`src/acl_l4_defines.vh`:
```
// Register offsets, field positions and reset values of the layer-4 entry matcher
`ifndef ACL_L4_DEFINES_VH
`define ACL_L4_DEFINES_VH

// Register byte offsets
`define OFS_CTRL        12'h000
`define OFS_SPORT_MODE  12'h004
`define OFS_SPORT_BOUND 12'h008
`define OFS_DPORT_MODE  12'h00c
`define OFS_DPORT_BOUND 12'h010
`define OFS_TCP_FLAGS   12'h014
`define OFS_ETYPE       12'h018
`define OFS_STATUS      12'h01c
`define OFS_REJ_VALUE   12'h020

// Control fields
`define CTRL_EN_BIT     0
`define CTRL_FTYPE_LSB  4
`define CTRL_PROTO_LSB  8

// Frame-type selection codes
`define FTYPE_ANY       2'h0
`define FTYPE_ETYPE     2'h1
`define FTYPE_ARP       2'h2
`define FTYPE_IP        2'h3

// Protocol selection codes
`define PROTO_OTHER     2'h0
`define PROTO_TCP       2'h1
`define PROTO_UDP       2'h2

// Port criterion modes
`define PMODE_ANY       2'h0
`define PMODE_SINGLE    2'h1
`define PMODE_RANGE     2'h2

// Three-valued flag setting codes, two bits per flag
`define FSET_CLEAR      2'h0
`define FSET_SET        2'h1
`define FSET_ANY        2'h2

// EtherType field
`define ETYPE_SPEC_BIT  16
`define ETYPE_MIN       16'h0600
`define ETYPE_IPV4      16'h0800
`define ETYPE_ARP       16'h0806
`define ETYPE_IPV6      16'h86dd

// Status fields
`define STAT_HIT_BIT    0
`define STAT_REJ_BIT    1
`define STAT_CNT_LSB    16

// Reset values
`define RST_CTRL        32'h0000_0000
`define RST_PMODE       2'h0
`define RST_BOUND       32'hffff_0000
`define RST_FLAGS       12'haaa
`define RST_ETYPE       17'h0_0600

`endif

```
`src/acl_l4_ethertype_matcher.v`:
```
// Access rule entry matcher for ports, TCP flags and EtherType, with APB setup
//
// Implementation choices: the APB register port and the register offsets.
`timescale 1ns/1ps
`default_nettype none
`include "acl_l4_defines.vh"

// Overview of operation
// Source port criterion offers don't-care, single value and range modes.
// Single source value is 16 bits; hit only on equal source port.
// Source range bounds are 16 bits; hit when source port inside range.
// Destination port criterion offers the same three modes.
// Single destination value is 16 bits; hit only on equal destination port.
// Destination range bounds are 16 bits; hit when port inside range.
// FIN setting: 0 rejects set flag, 1 needs it set, any ignores.
// SYN setting: 0 rejects set flag, 1 needs it set, any ignores.
// RST setting: 0 rejects set flag, 1 needs it set, any ignores.
// PSH setting: 0 rejects set flag, 1 needs it set, any ignores.
// ACK setting: 0 rejects set flag, 1 needs it set, any ignores.
// URG setting: 0 rejects set flag, 1 needs it set, any ignores.
// EtherType criteria count only when frame-type selection is EtherType class.
// EtherType criterion is don't-care or compares one configured value.
// Specific EtherType lies in 0x600..0xffff; hit only on equal type.
// Writes of specific EtherType 0x800, 0x806 or 0x86dd are rejected.
// Port and flag criteria apply only for TCP or UDP; flags only TCP.
// Range bounds are inclusive; lower above upper never hits.
// Hit needs all enabled criteria; registered one clock after header valid.
module acl_l4_ethertype_matcher
#(
	parameter ADDR_W = 12,
	parameter CNT_W  = 16
)
(
	// Clock and reset
	input  wire              pclk,
	input  wire              presetn,
	// APB slave
	input  wire              psel,
	input  wire              penable,
	input  wire              pwrite,
	input  wire [ADDR_W-1:0] paddr,
	input  wire [31:0]       pwdata,
	input  wire [3:0]        pstrb,
	output reg  [31:0]       prdata,
	output reg               pready,
	output reg               pslverr,
	// Parsed header fields
	input  wire              hdr_valid,
	input  wire              frame_is_tcp,
	input  wire [15:0]       frame_sport,
	input  wire [15:0]       frame_dport,
	input  wire [5:0]        frame_tcp_flags,
	input  wire [15:0]       frame_ethtype,
	// Match result
	output reg               hit_valid,
	output reg               hit
);

	// Configuration state
	reg  [31:0]      ctrl_q;
	reg  [1:0]       sport_mode_q;
	reg  [31:0]      sport_bound_q;
	reg  [1:0]       dport_mode_q;
	reg  [31:0]      dport_bound_q;
	reg  [11:0]      flags_q;
	reg  [16:0]      etype_q;
	reg              rej_q;
	reg  [15:0]      rej_value_q;
	reg  [CNT_W-1:0] hit_cnt_q;

	// Bus decode
	wire             setup     = psel & ~penable;
	wire             access    = psel & penable & pready;
	wire             wr_access = access & pwrite;
	wire [ADDR_W-1:0] addr     = paddr;
	reg              mapped;
	reg  [31:0]      rd_mux;
	wire [31:0]      wmask     = {{8{pstrb[3]}}, {8{pstrb[2]}}, {8{pstrb[1]}}, {8{pstrb[0]}}};

	// EtherType write check on the merged value
	wire [31:0]      etype_wr  = ({15'h0000, etype_q} & ~wmask) | (pwdata & wmask);
	wire             etype_bad = etype_wr[`ETYPE_SPEC_BIT] &&
	                             ((etype_wr[15:0] < `ETYPE_MIN) ||
	                              (etype_wr[15:0] == `ETYPE_IPV4) ||
	                              (etype_wr[15:0] == `ETYPE_ARP) ||
	                              (etype_wr[15:0] == `ETYPE_IPV6));
	wire             addr_etype = (addr == `OFS_ETYPE);

	always @*
	begin
		mapped = 1'b1;
		rd_mux = 32'h0000_0000;
		case (addr)
			`OFS_CTRL:        rd_mux = ctrl_q;
			`OFS_SPORT_MODE:  rd_mux = {30'h0000_0000, sport_mode_q};
			`OFS_SPORT_BOUND: rd_mux = sport_bound_q;
			`OFS_DPORT_MODE:  rd_mux = {30'h0000_0000, dport_mode_q};
			`OFS_DPORT_BOUND: rd_mux = dport_bound_q;
			`OFS_TCP_FLAGS:   rd_mux = {20'h00000, flags_q};
			`OFS_ETYPE:       rd_mux = {15'h0000, etype_q};
			`OFS_STATUS:      rd_mux = {hit_cnt_q, 14'h0000, rej_q, hit};
			`OFS_REJ_VALUE:   rd_mux = {16'h0000, rej_value_q};
			default:          mapped = 1'b0;
		endcase
	end

	// Answer prepared in the setup cycle so the access phase ends at its first edge
	always @(posedge pclk or negedge presetn)
	begin
		if (!presetn)
		begin
			pready  <= 1'b0;
			pslverr <= 1'b0;
			prdata  <= 32'h0000_0000;
		end
		else
		begin
			pready  <= setup;
			pslverr <= setup & (~mapped | (pwrite & addr_etype & etype_bad));
			prdata  <= (setup & ~pwrite) ? rd_mux : 32'h0000_0000;
		end
	end

	// Write strobes, each taken at the access edge only
	wire        we_ctrl        = wr_access & (addr == `OFS_CTRL);
	wire        we_sport_mode  = wr_access & (addr == `OFS_SPORT_MODE) & pstrb[0];
	wire        we_sport_bound = wr_access & (addr == `OFS_SPORT_BOUND);
	wire        we_dport_mode  = wr_access & (addr == `OFS_DPORT_MODE) & pstrb[0];
	wire        we_dport_bound = wr_access & (addr == `OFS_DPORT_BOUND);
	wire        we_flags       = wr_access & (addr == `OFS_TCP_FLAGS);
	wire        we_etype       = wr_access & addr_etype;
	wire        we_status      = wr_access & (addr == `OFS_STATUS) & pstrb[0];

	// Byte lanes not enabled keep their stored bits
	wire [31:0] ctrl_d         = (ctrl_q & ~wmask) | (pwdata & wmask);
	wire [31:0] sport_bound_d  = (sport_bound_q & ~wmask) | (pwdata & wmask);
	wire [31:0] dport_bound_d  = (dport_bound_q & ~wmask) | (pwdata & wmask);
	wire [11:0] flags_d        = (flags_q & ~wmask[11:0]) | (pwdata[11:0] & wmask[11:0]);

	always @(posedge pclk or negedge presetn)
	begin
		if (!presetn)
		begin
			ctrl_q <= `RST_CTRL;
		end
		else if (we_ctrl)
		begin
			ctrl_q <= ctrl_d;
		end
	end

	always @(posedge pclk or negedge presetn)
	begin
		if (!presetn)
		begin
			sport_mode_q <= `RST_PMODE;
		end
		else if (we_sport_mode)
		begin
			sport_mode_q <= pwdata[1:0];
		end
	end

	always @(posedge pclk or negedge presetn)
	begin
		if (!presetn)
		begin
			sport_bound_q <= `RST_BOUND;
		end
		else if (we_sport_bound)
		begin
			sport_bound_q <= sport_bound_d;
		end
	end

	always @(posedge pclk or negedge presetn)
	begin
		if (!presetn)
		begin
			dport_mode_q <= `RST_PMODE;
		end
		else if (we_dport_mode)
		begin
			dport_mode_q <= pwdata[1:0];
		end
	end

	always @(posedge pclk or negedge presetn)
	begin
		if (!presetn)
		begin
			dport_bound_q <= `RST_BOUND;
		end
		else if (we_dport_bound)
		begin
			dport_bound_q <= dport_bound_d;
		end
	end

	always @(posedge pclk or negedge presetn)
	begin
		if (!presetn)
		begin
			flags_q <= `RST_FLAGS;
		end
		else if (we_flags)
		begin
			flags_q <= flags_d;
		end
	end

	// Bad value leaves the old setting in force
	always @(posedge pclk or negedge presetn)
	begin
		if (!presetn)
		begin
			etype_q     <= `RST_ETYPE;
			rej_value_q <= 16'h0000;
		end
		else if (we_etype)
		begin
			if (etype_bad)
				rej_value_q <= etype_wr[15:0];
			else
				etype_q <= etype_wr[16:0];
		end
	end

	// Sticky reject flag, write one to clear; a new reject wins over the clear
	wire rej_set = we_etype & etype_bad;
	wire rej_clr = we_status & pwdata[`STAT_REJ_BIT];

	always @(posedge pclk or negedge presetn)
	begin
		if (!presetn)
			rej_q <= 1'b0;
		else if (rej_set)
			rej_q <= 1'b1;
		else if (rej_clr)
			rej_q <= 1'b0;
	end

	// Criterion evaluation
	wire [1:0] ftype_sel = ctrl_q[`CTRL_FTYPE_LSB+1:`CTRL_FTYPE_LSB];
	wire [1:0] proto_sel = ctrl_q[`CTRL_PROTO_LSB+1:`CTRL_PROTO_LSB];
	wire       entry_en  = ctrl_q[`CTRL_EN_BIT];
	wire       l4_sel    = (proto_sel == `PROTO_TCP) || (proto_sel == `PROTO_UDP);
	wire       sport_ok;
	wire       dport_ok;
	wire       flags_ok;

	port_match u_sport
	(
		.mode  (sport_mode_q),
		.lo    (sport_bound_q[15:0]),
		.hi    (sport_bound_q[31:16]),
		.port  (frame_sport),
		.match (sport_ok)
	);

	port_match u_dport
	(
		.mode  (dport_mode_q),
		.lo    (dport_bound_q[15:0]),
		.hi    (dport_bound_q[31:16]),
		.port  (frame_dport),
		.match (dport_ok)
	);

	// Flag order FIN, SYN, RST, PSH, ACK, URG from bit 0
	flag_match #(.NFLAGS(6)) u_flags
	(
		.setting (flags_q),
		.flags   (frame_tcp_flags),
		.match   (flags_ok)
	);

	// Flags mean nothing on non-TCP frames, so they only gate TCP traffic
	wire l4_ok    = ~l4_sel | (sport_ok & dport_ok &
	                (~(proto_sel == `PROTO_TCP) | ~frame_is_tcp | flags_ok));
	wire etype_ok = (ftype_sel != `FTYPE_ETYPE) | ~etype_q[`ETYPE_SPEC_BIT] |
	                (frame_ethtype == etype_q[15:0]);
	wire hit_d    = entry_en & l4_ok & etype_ok;

	always @(posedge pclk or negedge presetn)
	begin
		if (!presetn)
		begin
			hit_valid <= 1'b0;
			hit       <= 1'b0;
		end
		else
		begin
			hit_valid <= hdr_valid;
			if (hdr_valid)
				hit <= hit_d;
		end
	end

	// Hit counter saturates so software never sees a wrap
	wire cnt_clr = we_status & pwdata[`STAT_HIT_BIT];

	always @(posedge pclk or negedge presetn)
	begin
		if (!presetn)
			hit_cnt_q <= {CNT_W{1'b0}};
		else if (hdr_valid & hit_d & ~(&hit_cnt_q))
			hit_cnt_q <= hit_cnt_q + {{(CNT_W-1){1'b0}}, 1'b1};
		else if (cnt_clr)
			hit_cnt_q <= {CNT_W{1'b0}};
	end

endmodule
`default_nettype wire

```
`src/flag_match.v`:
```
// Three-valued TCP control flag criteria, one per flag bit
`timescale 1ns/1ps
`default_nettype none
`include "acl_l4_defines.vh"

module flag_match
#(
	parameter NFLAGS = 6
)
(
	// Two setting bits per flag, flag 0 lowest
	input  wire [2*NFLAGS-1:0] setting,
	// Flags of the frame
	input  wire [NFLAGS-1:0]   flags,
	// Result
	output wire                match
);

	wire [NFLAGS-1:0] ok;

	genvar i;
	generate
		for (i = 0; i < NFLAGS; i = i + 1)
		begin : g_flag
			wire [1:0] s = setting[2*i+1:2*i];
			// Codes above set count as don't-care
			assign ok[i] = (s == `FSET_CLEAR) ? ~flags[i] :
			               (s == `FSET_SET)   ?  flags[i] : 1'b1;
		end
	endgenerate

	assign match = &ok;

endmodule
`default_nettype wire

```
`src/port_match.v`:
```
// One transport-port criterion: don't-care, single value or inclusive range
`timescale 1ns/1ps
`default_nettype none
`include "acl_l4_defines.vh"

module port_match
(
	// Criterion setup
	input  wire [1:0]  mode,
	input  wire [15:0] lo,
	input  wire [15:0] hi,
	// Frame field
	input  wire [15:0] port,
	// Result
	output reg         match
);

	always @*
	begin
		case (mode)
			`PMODE_SINGLE: match = (port == lo);
			// Inverted bounds give an empty range, so never a hit
			`PMODE_RANGE:  match = (port >= lo) && (port <= hi) && (lo <= hi);
			default:       match = 1'b1;
		endcase
	end

endmodule
`default_nettype wire
```
`config.mk`:
```
export PLATFORM = sky130hd
export DESIGN_NAME = acl_l4_ethertype_matcher
export DESIGN_NICKNAME = d
export VERILOG_FILES = /design/src/acl_l4_ethertype_matcher.v /design/src/flag_match.v /design/src/port_match.v
export VERILOG_INCLUDE_DIRS = /design/src /design/src/src
export SDC_FILE = /design/constraint.sdc
export NUM_CORES = 1
export LEC_CHECK = 0
export BUFFER_PORTS_ARGS = -buffer_cell sky130_fd_sc_hd__buf_2
export CAP_MARGIN = 20
export CORE_MARGIN = 5
export CORE_UTILIZATION = 50
export CTS_BUF_LIST = sky130_fd_sc_hd__clkbuf_8 sky130_fd_sc_hd__clkbuf_16
export DETAILED_ROUTE_END_ITERATION = 10
export PLACE_DENSITY = 0.8
export REMOVE_ABC_BUFFERS = 1
export SYNTH_ARGS = -nofsm -noshare
export SYNTH_HDL_FRONTEND = slang
export SYNTH_SLANG_ARGS = --single-unit
```
`constraint.sdc`:
```
create_clock -name pclk -period 3.9 [get_ports pclk]
set_input_delay 0.39 -clock pclk [delete_from_list [all_inputs] [get_ports pclk]]
set_output_delay 0.39 -clock pclk [all_outputs]
set_load 0.01 [all_outputs]
```
==> results.py, run 1 <==
metrics = {
    "drt": {
        "wl_per_cell_um": 22.0,
        "route.detailed.drc": 0,
        "ant_nets": 0,
        "vias": 9421,
        "initialDrtViolationCount": 977,
        "vias_per_cell": 6.21,
        "firstDrtPassIters": 8,
        "wl_um": 33300,
    },
    "final_layout": {
        "final_common_cell": "dfrtp_1",
        "diodes": 0,
        "fin_util": 0.578,
        "multi_input_area_um2": 5820,
        "drive_gt1_frac": 0.271,
        "syn_to_final_growth_pct": 14.7,
        "layout_common_cells": "dfrtp_1, buf_2, nand2_1",
        "seq_area_um2": 5000,
        "fin_nets": 1430,
        "fillers": 1910,
    },
    "logic_synthesis": {
        "synth_top_family_by_area": "compound AO/OA/AOI/OAI gates",
        "yosysWarnings": 0,
        "synthAdderAreaFrac": 0.113,
        "ys_types": 68,
        "synthCells": 1084,
        "synth-simple-area-share": 0.121,
        "synth-async-reset-ratio": 1.00,
        "synthMuxAreaShare": 0.109,
        "yosysTopAreaCellShare": 0.349,
        "synth_edf_count": 0,
        "ys_ff_latch": 198,
        "yosys-top-cells-area": "dfrtp_1, ha_1, dfstp_2, mux2_2, a222oi_1",
        "synth-main-ff-cell": "dfrtp_1",
        "synth_compound_area_frac": 0.152,
        "synth.avg_cell_area_um2": 10.4,
        "synthXorXnorAreaFrac": 0.0186,
        "ys_seq_area_frac": 0.442,
        "netlist_area_um2": 11300,
        "synth_top_area_cell": "dfrtp_1",
    },
    "min_path": {
        "hp-class": "in -> async",
    },
    "clock_network": {
        "numCtsBuffers": 17,
        "cts_setup_buffers": 0,
        "clk_latency_ns": 0.44,
        "cts_tree": "built",
        "cts_buffer_depth": 2,
        "clk_pin_slew_ns": 0.07,
        "cts.hold.buffers_added": 0,
        "cts.sinks": 198,
        "htreeDepth": 4,
        "root_buffer": "clkbuf_16",
        "ctsResizeCount": 0,
    },
    "worst_setup_path": {
        "end_kind": "flip-flop",
        "slowest_delay_ns": 0.53,
        "path_class": "reg -> reg",
        "r2r_end": "hit_cnt_q[10]$_DFFE_PN0P_",
        "regToRegSetupSlack_ns": 0.51,
        "cp_data_arrival_time_ns": 3.71,
        "required_ns": 4.22,
        "r2r_cells": 11,
        "slowest_stage": "dfstp_2",
        "crit_chain": "inv_1 > ha_1 > a21oi_1 > o21ai_1 > a221o_1 > a2111oi_2 > o221a_1 > o2111ai_2 > a21oi_4 > a31oi_4 > a221o_1",
        "cp_max_fo": 15,
        "crit_top_cell": "a221o_1",
        "start_kind": "flip-flop",
    },
    "timing": {
        "relSlewSlack": 0.426,
        "worst_pin_slew_ns": 0.856,
        "fin_crit_ns": 3.39,
        "final_max_slew_viol_count": 0,
        "fin_crit_sh": 0.870,
        "skew_ns": 0.0130,
        "hold_viol_final": 3,
        "rsz0062_at_grt": "false",
        "hold_ws_ns": -0.0290,
        "setup_viol": 0,
        "max_freq_mhz": 295,
        "finalSetupTns_ns": 0,
    },
    "die": {
        "core-area_um2": 22400,
        "fp.dieArea_um2": 25700,
        "io_pins": 145,
        "die_h_um": 160,
        "die_w_um": 160,
        "start_util": 0.504,
        "num_rows": 55,
    },
    "grt": {
        "grt_pass1_wl_um": 52500,
        "grt_max_degree": 99,
        "antenna_found_initial": 0,
        "grtUsageTotal": 0.259,
        "grt_pass1_vias": 9536,
        "grt-ovfl-total": 0,
    },
    "placed_design": {
        "numPortBuffers": 144,
        "gp_congestion": 0.928,
        "hpwlAfterDp_um": 25500,
    },
    "status": {
        "violations": "hold timing",
        "status": "finished, violations left",
    },
    "power": {
        "leakagePower_uw": 0.00624,
        "power_density_nw_per_um2": 315,
        "p_total_uw": 4080,
        "vdd_drop_max_v": 0.000236,
    },
    "job": {
        "cap_violations": 0,
    },
}
-- report_power, final --
part	switching [µW]	total (µW)	internal (µW)
Sequential	0.778	2060	2060
Clock	839	1750	916
Combinational	172	270	98.0
Total	1010	4080	3070
-- worst max path at each step --
stage                                     end  slack, ns  depth (start not counted)
finish              hit_cnt_q[10]$_DFFE_PN0P_       0.51                         11
global route        hit_cnt_q[10]$_DFFE_PN0P_       0.33                         11
CTS                 hit_cnt_q[10]$_DFFE_PN0P_       0.52                         11
detailed placement  hit_cnt_q[10]$_DFFE_PN0P_       0.54                         11
global placement    hit_cnt_q[10]$_DFFE_PN0P_       0.65                         11
floorplan                           flip-flop       0.55                          6
-- per-layer routing --
metal / track usage / wire (µm) / vias up
li1: - / - / 4287
met1: 0.347 / 13700 / 4602
met2: 0.423 / 16000 / 457
met3: 0.0485 / 2560 / 75
met4: 0.0950 / 1020 / 0
met5: 0 / 0 / -
-- synth_stat cells, types with 3 or more instances --
| master | n |
|---|---|
| a211o_1 | 3 |
| a21o_1 | 7 |
| a21oi_1 | 78 |
| a221o_1 | 14 |
| a221oi_1 | 3 |
| a222oi_1 | 41 |
| a22oi_1 | 8 |
| a31oi_1 | 8 |
| and3_1 | 17 |
| and4_1 | 5 |
| buf_2 | 9 |
| clkbuf_1 | 36 |
| dfrtp_1 | 158 |
| dfstp_2 | 40 |
| ha_1 | 102 |
| inv_1 | 79 |
| mux2_1 | 15 |
| mux2_2 | 82 |
| mux2i_1 | 14 |
| nand2_1 | 104 |
| nand2b_1 | 4 |
| nand3_1 | 26 |
| nand4_1 | 20 |
| nor2_1 | 43 |
| nor2b_1 | 8 |
| nor3_1 | 13 |
| nor4_1 | 8 |
| o211ai_1 | 4 |
| o21ai_0 | 14 |
| o21ai_1 | 36 |
| o22ai_1 | 4 |
| or2_1 | 3 |
| or3_1 | 8 |
| xnor2_1 | 23 |
-- cell type report --
cell class	instances	area share
Multi-Input combinational cell	758	0.449
Clock buffer	18	0.0339
Inverter	80	0.0231
Tap cell	285	0.0275
Timing Repair Buffer	164	0.0697
Clock inverter	14	0.0113
Sequential cell	198	0.386
-- kinds of logic after synthesis --
| group | count (synthesis) |
|---|---|
| AO/OA/AOI/OAI | 245 |
| XOR/XNOR | 24 |
| adder cells (fa/ha/maj) | 102 |
| buffers and inverters | 128 |
| flip-flops | 198 |
| multiplexers | 111 |
| AND/OR/NAND/NOR | 276 |
-- per-stage QoR --
| stage | setup slack, ns | hold slack [ns] | instances | area (µm²) |
|---|---|---|---|---|
| floorplan | 0.547 | 0.0944 | 1036 | 11100 |
| global placement | 0.647 | 0.466 | 1485 | 12400 |
| detailed placement | 0.544 | 0.479 | 1485 | 12400 |
| CTS | 0.520 | 0.0434 | 1517 | 13000 |
| global route | 0.327 | 0.0783 | 1517 | 13000 |
| finish | 0.507 | -0.0290 | 1517 | 13000 |
-- critical path: cells and delay by family (launching register included) --
family / cells / cell delay [ns]
flip-flops: 1 / 0.53
AO/OA/AOI/OAI: 9 / 2.38
adder cells (fa/ha/maj): 1 / 0.29
buffers and inverters: 1 / 0.07
No activity file was read; power rests on OpenSTA's default activity.
==> inputs of run 2 (changes only) <==
Settings changed: ABC_AREA from default to 1.
==> run 2 against run 1 <==
  * The run still ends with hold timing left
  * Combinational power up 11%
  * Utilization down 0.29 points
  * Highest routed layer unchanged
  * Critical endpoint is now hit_cnt_q[4]$_DFFE_PN0P_
  * Clock skew rose by 0.0042 ns
==> results.py, run 2 <==
metrics = {
    "timing": {
        "hold_ws_ns": -0.00113,
        "relSlewSlack": 0.425,
        "timing.final.ws_setup_ns": 1.01,
        "setup_viol": 0,
        "final_max_slew_viol_count": 0,
        "finalSetupTns_ns": 0,
        "max_freq_mhz": 346,
        "fin_crit_ns": 2.89,
        "skew_ns": 0.0171,
        "rsz0062_at_grt": "false",
        "hold_viol_final": 1,
        "fin_crit_sh": 0.741,
        "worst_pin_slew_ns": 0.860,
    },
    "job": {
        "cap_violations": 0,
    },
    "final_layout": {
        "fin_util": 0.575,
        "syn_to_final_growth_pct": 13.5,
        "layout_common_cells": "nand2_1, inv_1, dfrtp_1",
        "drive_gt1_frac": 0.167,
        "final_common_cell": "nand2_1",
        "fillers": 2140,
        "fin_nets": 1821,
    },
    "clock_network": {
        "cts.sinks": 198,
        "cts_setup_buffers": 0,
        "clk_pin_slew_ns": 0.07,
        "htreeDepth": 4,
        "ctsResizeCount": 0,
        "cts_buffer_depth": 2,
        "numCtsBuffers": 17,
        "cts_tree": "built",
        "clk_latency_ns": 0.45,
        "cts.hold.buffers_added": 0,
        "root_buffer": "clkbuf_16",
    },
    "die": {
        "die_w_um": 164,
        "die_h_um": 164,
        "io_pins": 145,
        "core-area_um2": 23400,
        "num_rows": 56,
        "fp.dieArea_um2": 26900,
        "start_util": 0.507,
    },
    "logic_synthesis": {
        "ys_seq_area_frac": 0.422,
        "yosysMostFrequentCell": "nand2_1",
        "netlist_area_um2": 11900,
        "synth-async-reset-ratio": 1.00,
        "synth-main-ff-cell": "dfrtp_1",
        "synthCells": 1478,
        "ys_types": 49,
        "ys_ff_latch": 198,
        "yosysTopAreaCellShare": 0.333,
        "synth_commonest_cells": "nand2_1, inv_1, dfrtp_1, o21ai_0, ha_1",
        "yosysWarnings": 0,
        "yosys-top-cells-area": "dfrtp_1, nand2_1, ha_1, dfstp_2, inv_1",
        "synth_edf_count": 0,
        "synth_top_area_cell": "dfrtp_1",
        "synth.avg_cell_area_um2": 8.03,
    },
    "worst_setup_path": {
        "end_kind": "flip-flop",
        "slowest_delay_ns": 0.41,
        "cp_max_fo": 18,
        "regToRegSetupSlack_ns": 1.01,
        "cp_data_arrival_time_ns": 3.21,
        "slowest_stage": "dfrtp_1",
        "crit_family": "simple AND/OR/NAND/NOR gates",
        "start_kind": "flip-flop",
        "r2r_cells": 15,
        "crit_chain": "inv_1 > ha_1 > nand2_1 > nor2_1 > nand2_1 > nor2_1 > nor2_1 > a21boi_0 > nand3_1 > nand2_1 > nand3_1 > nand2_2 > nand3_2 > nand3_1 > nand2_1",
        "crit_top_cell": "nand2_1",
        "path_class": "reg -> reg",
        "timing.critical_path.buf_inv": 1,
        "required_ns": 4.22,
        "r2r_end": "hit_cnt_q[4]$_DFFE_PN0P_",
    },
    "min_path": {
        "hp-class": "in -> async",
    },
    "grt": {
        "grt-ovfl-total": 0,
        "grt_pass1_vias": 10500,
        "grtUsageTotal": 0.268,
        "grt_max_degree": 82,
        "antenna_found_initial": 0,
        "grt_pass1_wl_um": 55800,
    },
    "drt": {
        "vias": 10800,
        "wl_per_cell_um": 18.1,
        "ant_nets": 0,
        "vias_per_cell": 5.55,
        "route.detailed.drc": 0,
        "wl_um": 35200,
        "firstDrtPassIters": 6,
        "initialDrtViolationCount": 903,
    },
    "placed_design": {
        "hpwlAfterDp_um": 26600,
        "numPortBuffers": 144,
        "gp_congestion": 0.963,
        "dpl_worst_slack_ns": 1.03,
    },
    "status": {
        "status": "finished, violations left",
        "violations": "hold timing",
    },
    "power": {
        "p_total_uw": 4140,
        "power_density_nw_per_um2": 308,
        "leakagePower_uw": 0.00646,
        "vdd_drop_max_v": 0.000188,
    },
}
## run 2: cell types whose count changed in the layout (fill, tap and decap cells not counted), sizes merged, moves of 17 or more
cell,change
nand2,+270
inv,+152
o21ai,+105
mux2,-97
a222oi,-41
nor2,+39
nand3,+32
a21oi,-31
o22ai,+27
o21a,+24
and3,-17
## run 2: metrics by stage
stage	cell area, µm²	cells
2_1_floorplan	11600	1434
3_3_place_gp	12900	1910
3_5_place_dp	12900	1910
4_1_cts	13500	1942
5_1_grt	13500	1942
6_report	13500	1943
## run 2: power breakdown
| group | total, µW | leakage, µW | internal (µW) | switching [µW] |
|---|---|---|---|---|
| logic | 299 | 0.00358 | 106 | 193 |
| clock network | 1790 | 0.000290 | 920 | 867 |
| registers | 2060 | 0.00259 | 2060 | 0.912 |
## run 2: area by class of cell
class / count / area (µm²) / share of cell area
Antenna cell: 1 / 2.50 / 0.000186
Clock buffer: 18 / 439 / 0.0326
Clock inverter: 14 / 140 / 0.0104
Inverter: 230 / 863 / 0.0641
Multi-Input combinational cell: 1006 / 5780 / 0.429
Sequential cell: 198 / 5000 / 0.372
Tap cell: 319 / 399 / 0.0296
Timing Repair Buffer: 157 / 840 / 0.0624
## run 2: worst register-to-register path: cells and delay by family, from the launching register on
kind / cells / cell delay [ns]
simple gates: 12 / 1.74
flops: 1 / 0.41
fa+ha+maj: 1 / 0.31
compound gates: 1 / 0.20
buf+inv: 1 / 0.11
## run 2: cells by family (layout without fill, tap and decap cells)
logic type	Yosys count	after routing	synth area share
AO/OA/AOI/OAI	310	310	0.158
adder cells (fa/ha/maj)	102	102	0.108
flip-flops	198	198	0.422
AND/OR/NAND/NOR	571	571	0.204
buffers and inverters	274	419	0.0916
other	0	1	0
XOR/XNOR	23	23	0.0170
## run 2: how the worst max path moves through the flow
stage | from | to | cells after the start
floorplan | paddr[1] | flip-flop | 8
global placement | flip-flop | hit_cnt_q[5]$_DFFE_PN0P_ | 13
detailed placement | flip-flop | hit_cnt_q[4]$_DFFE_PN0P_ | 13
CTS | flip-flop | hit_cnt_q[4]$_DFFE_PN0P_ | 13
global route | flip-flop | hit_cnt_q[4]$_DFFE_PN0P_ | 15
finish | flip-flop | hit_cnt_q[4]$_DFFE_PN0P_ | 15
## run 2: layer usage
metal	GRT usage	part of all wire
met5	0	0
met4	0.100	0.033
met3	0.0442	0.084
met2	0.425	0.46
met1	0.370	0.43
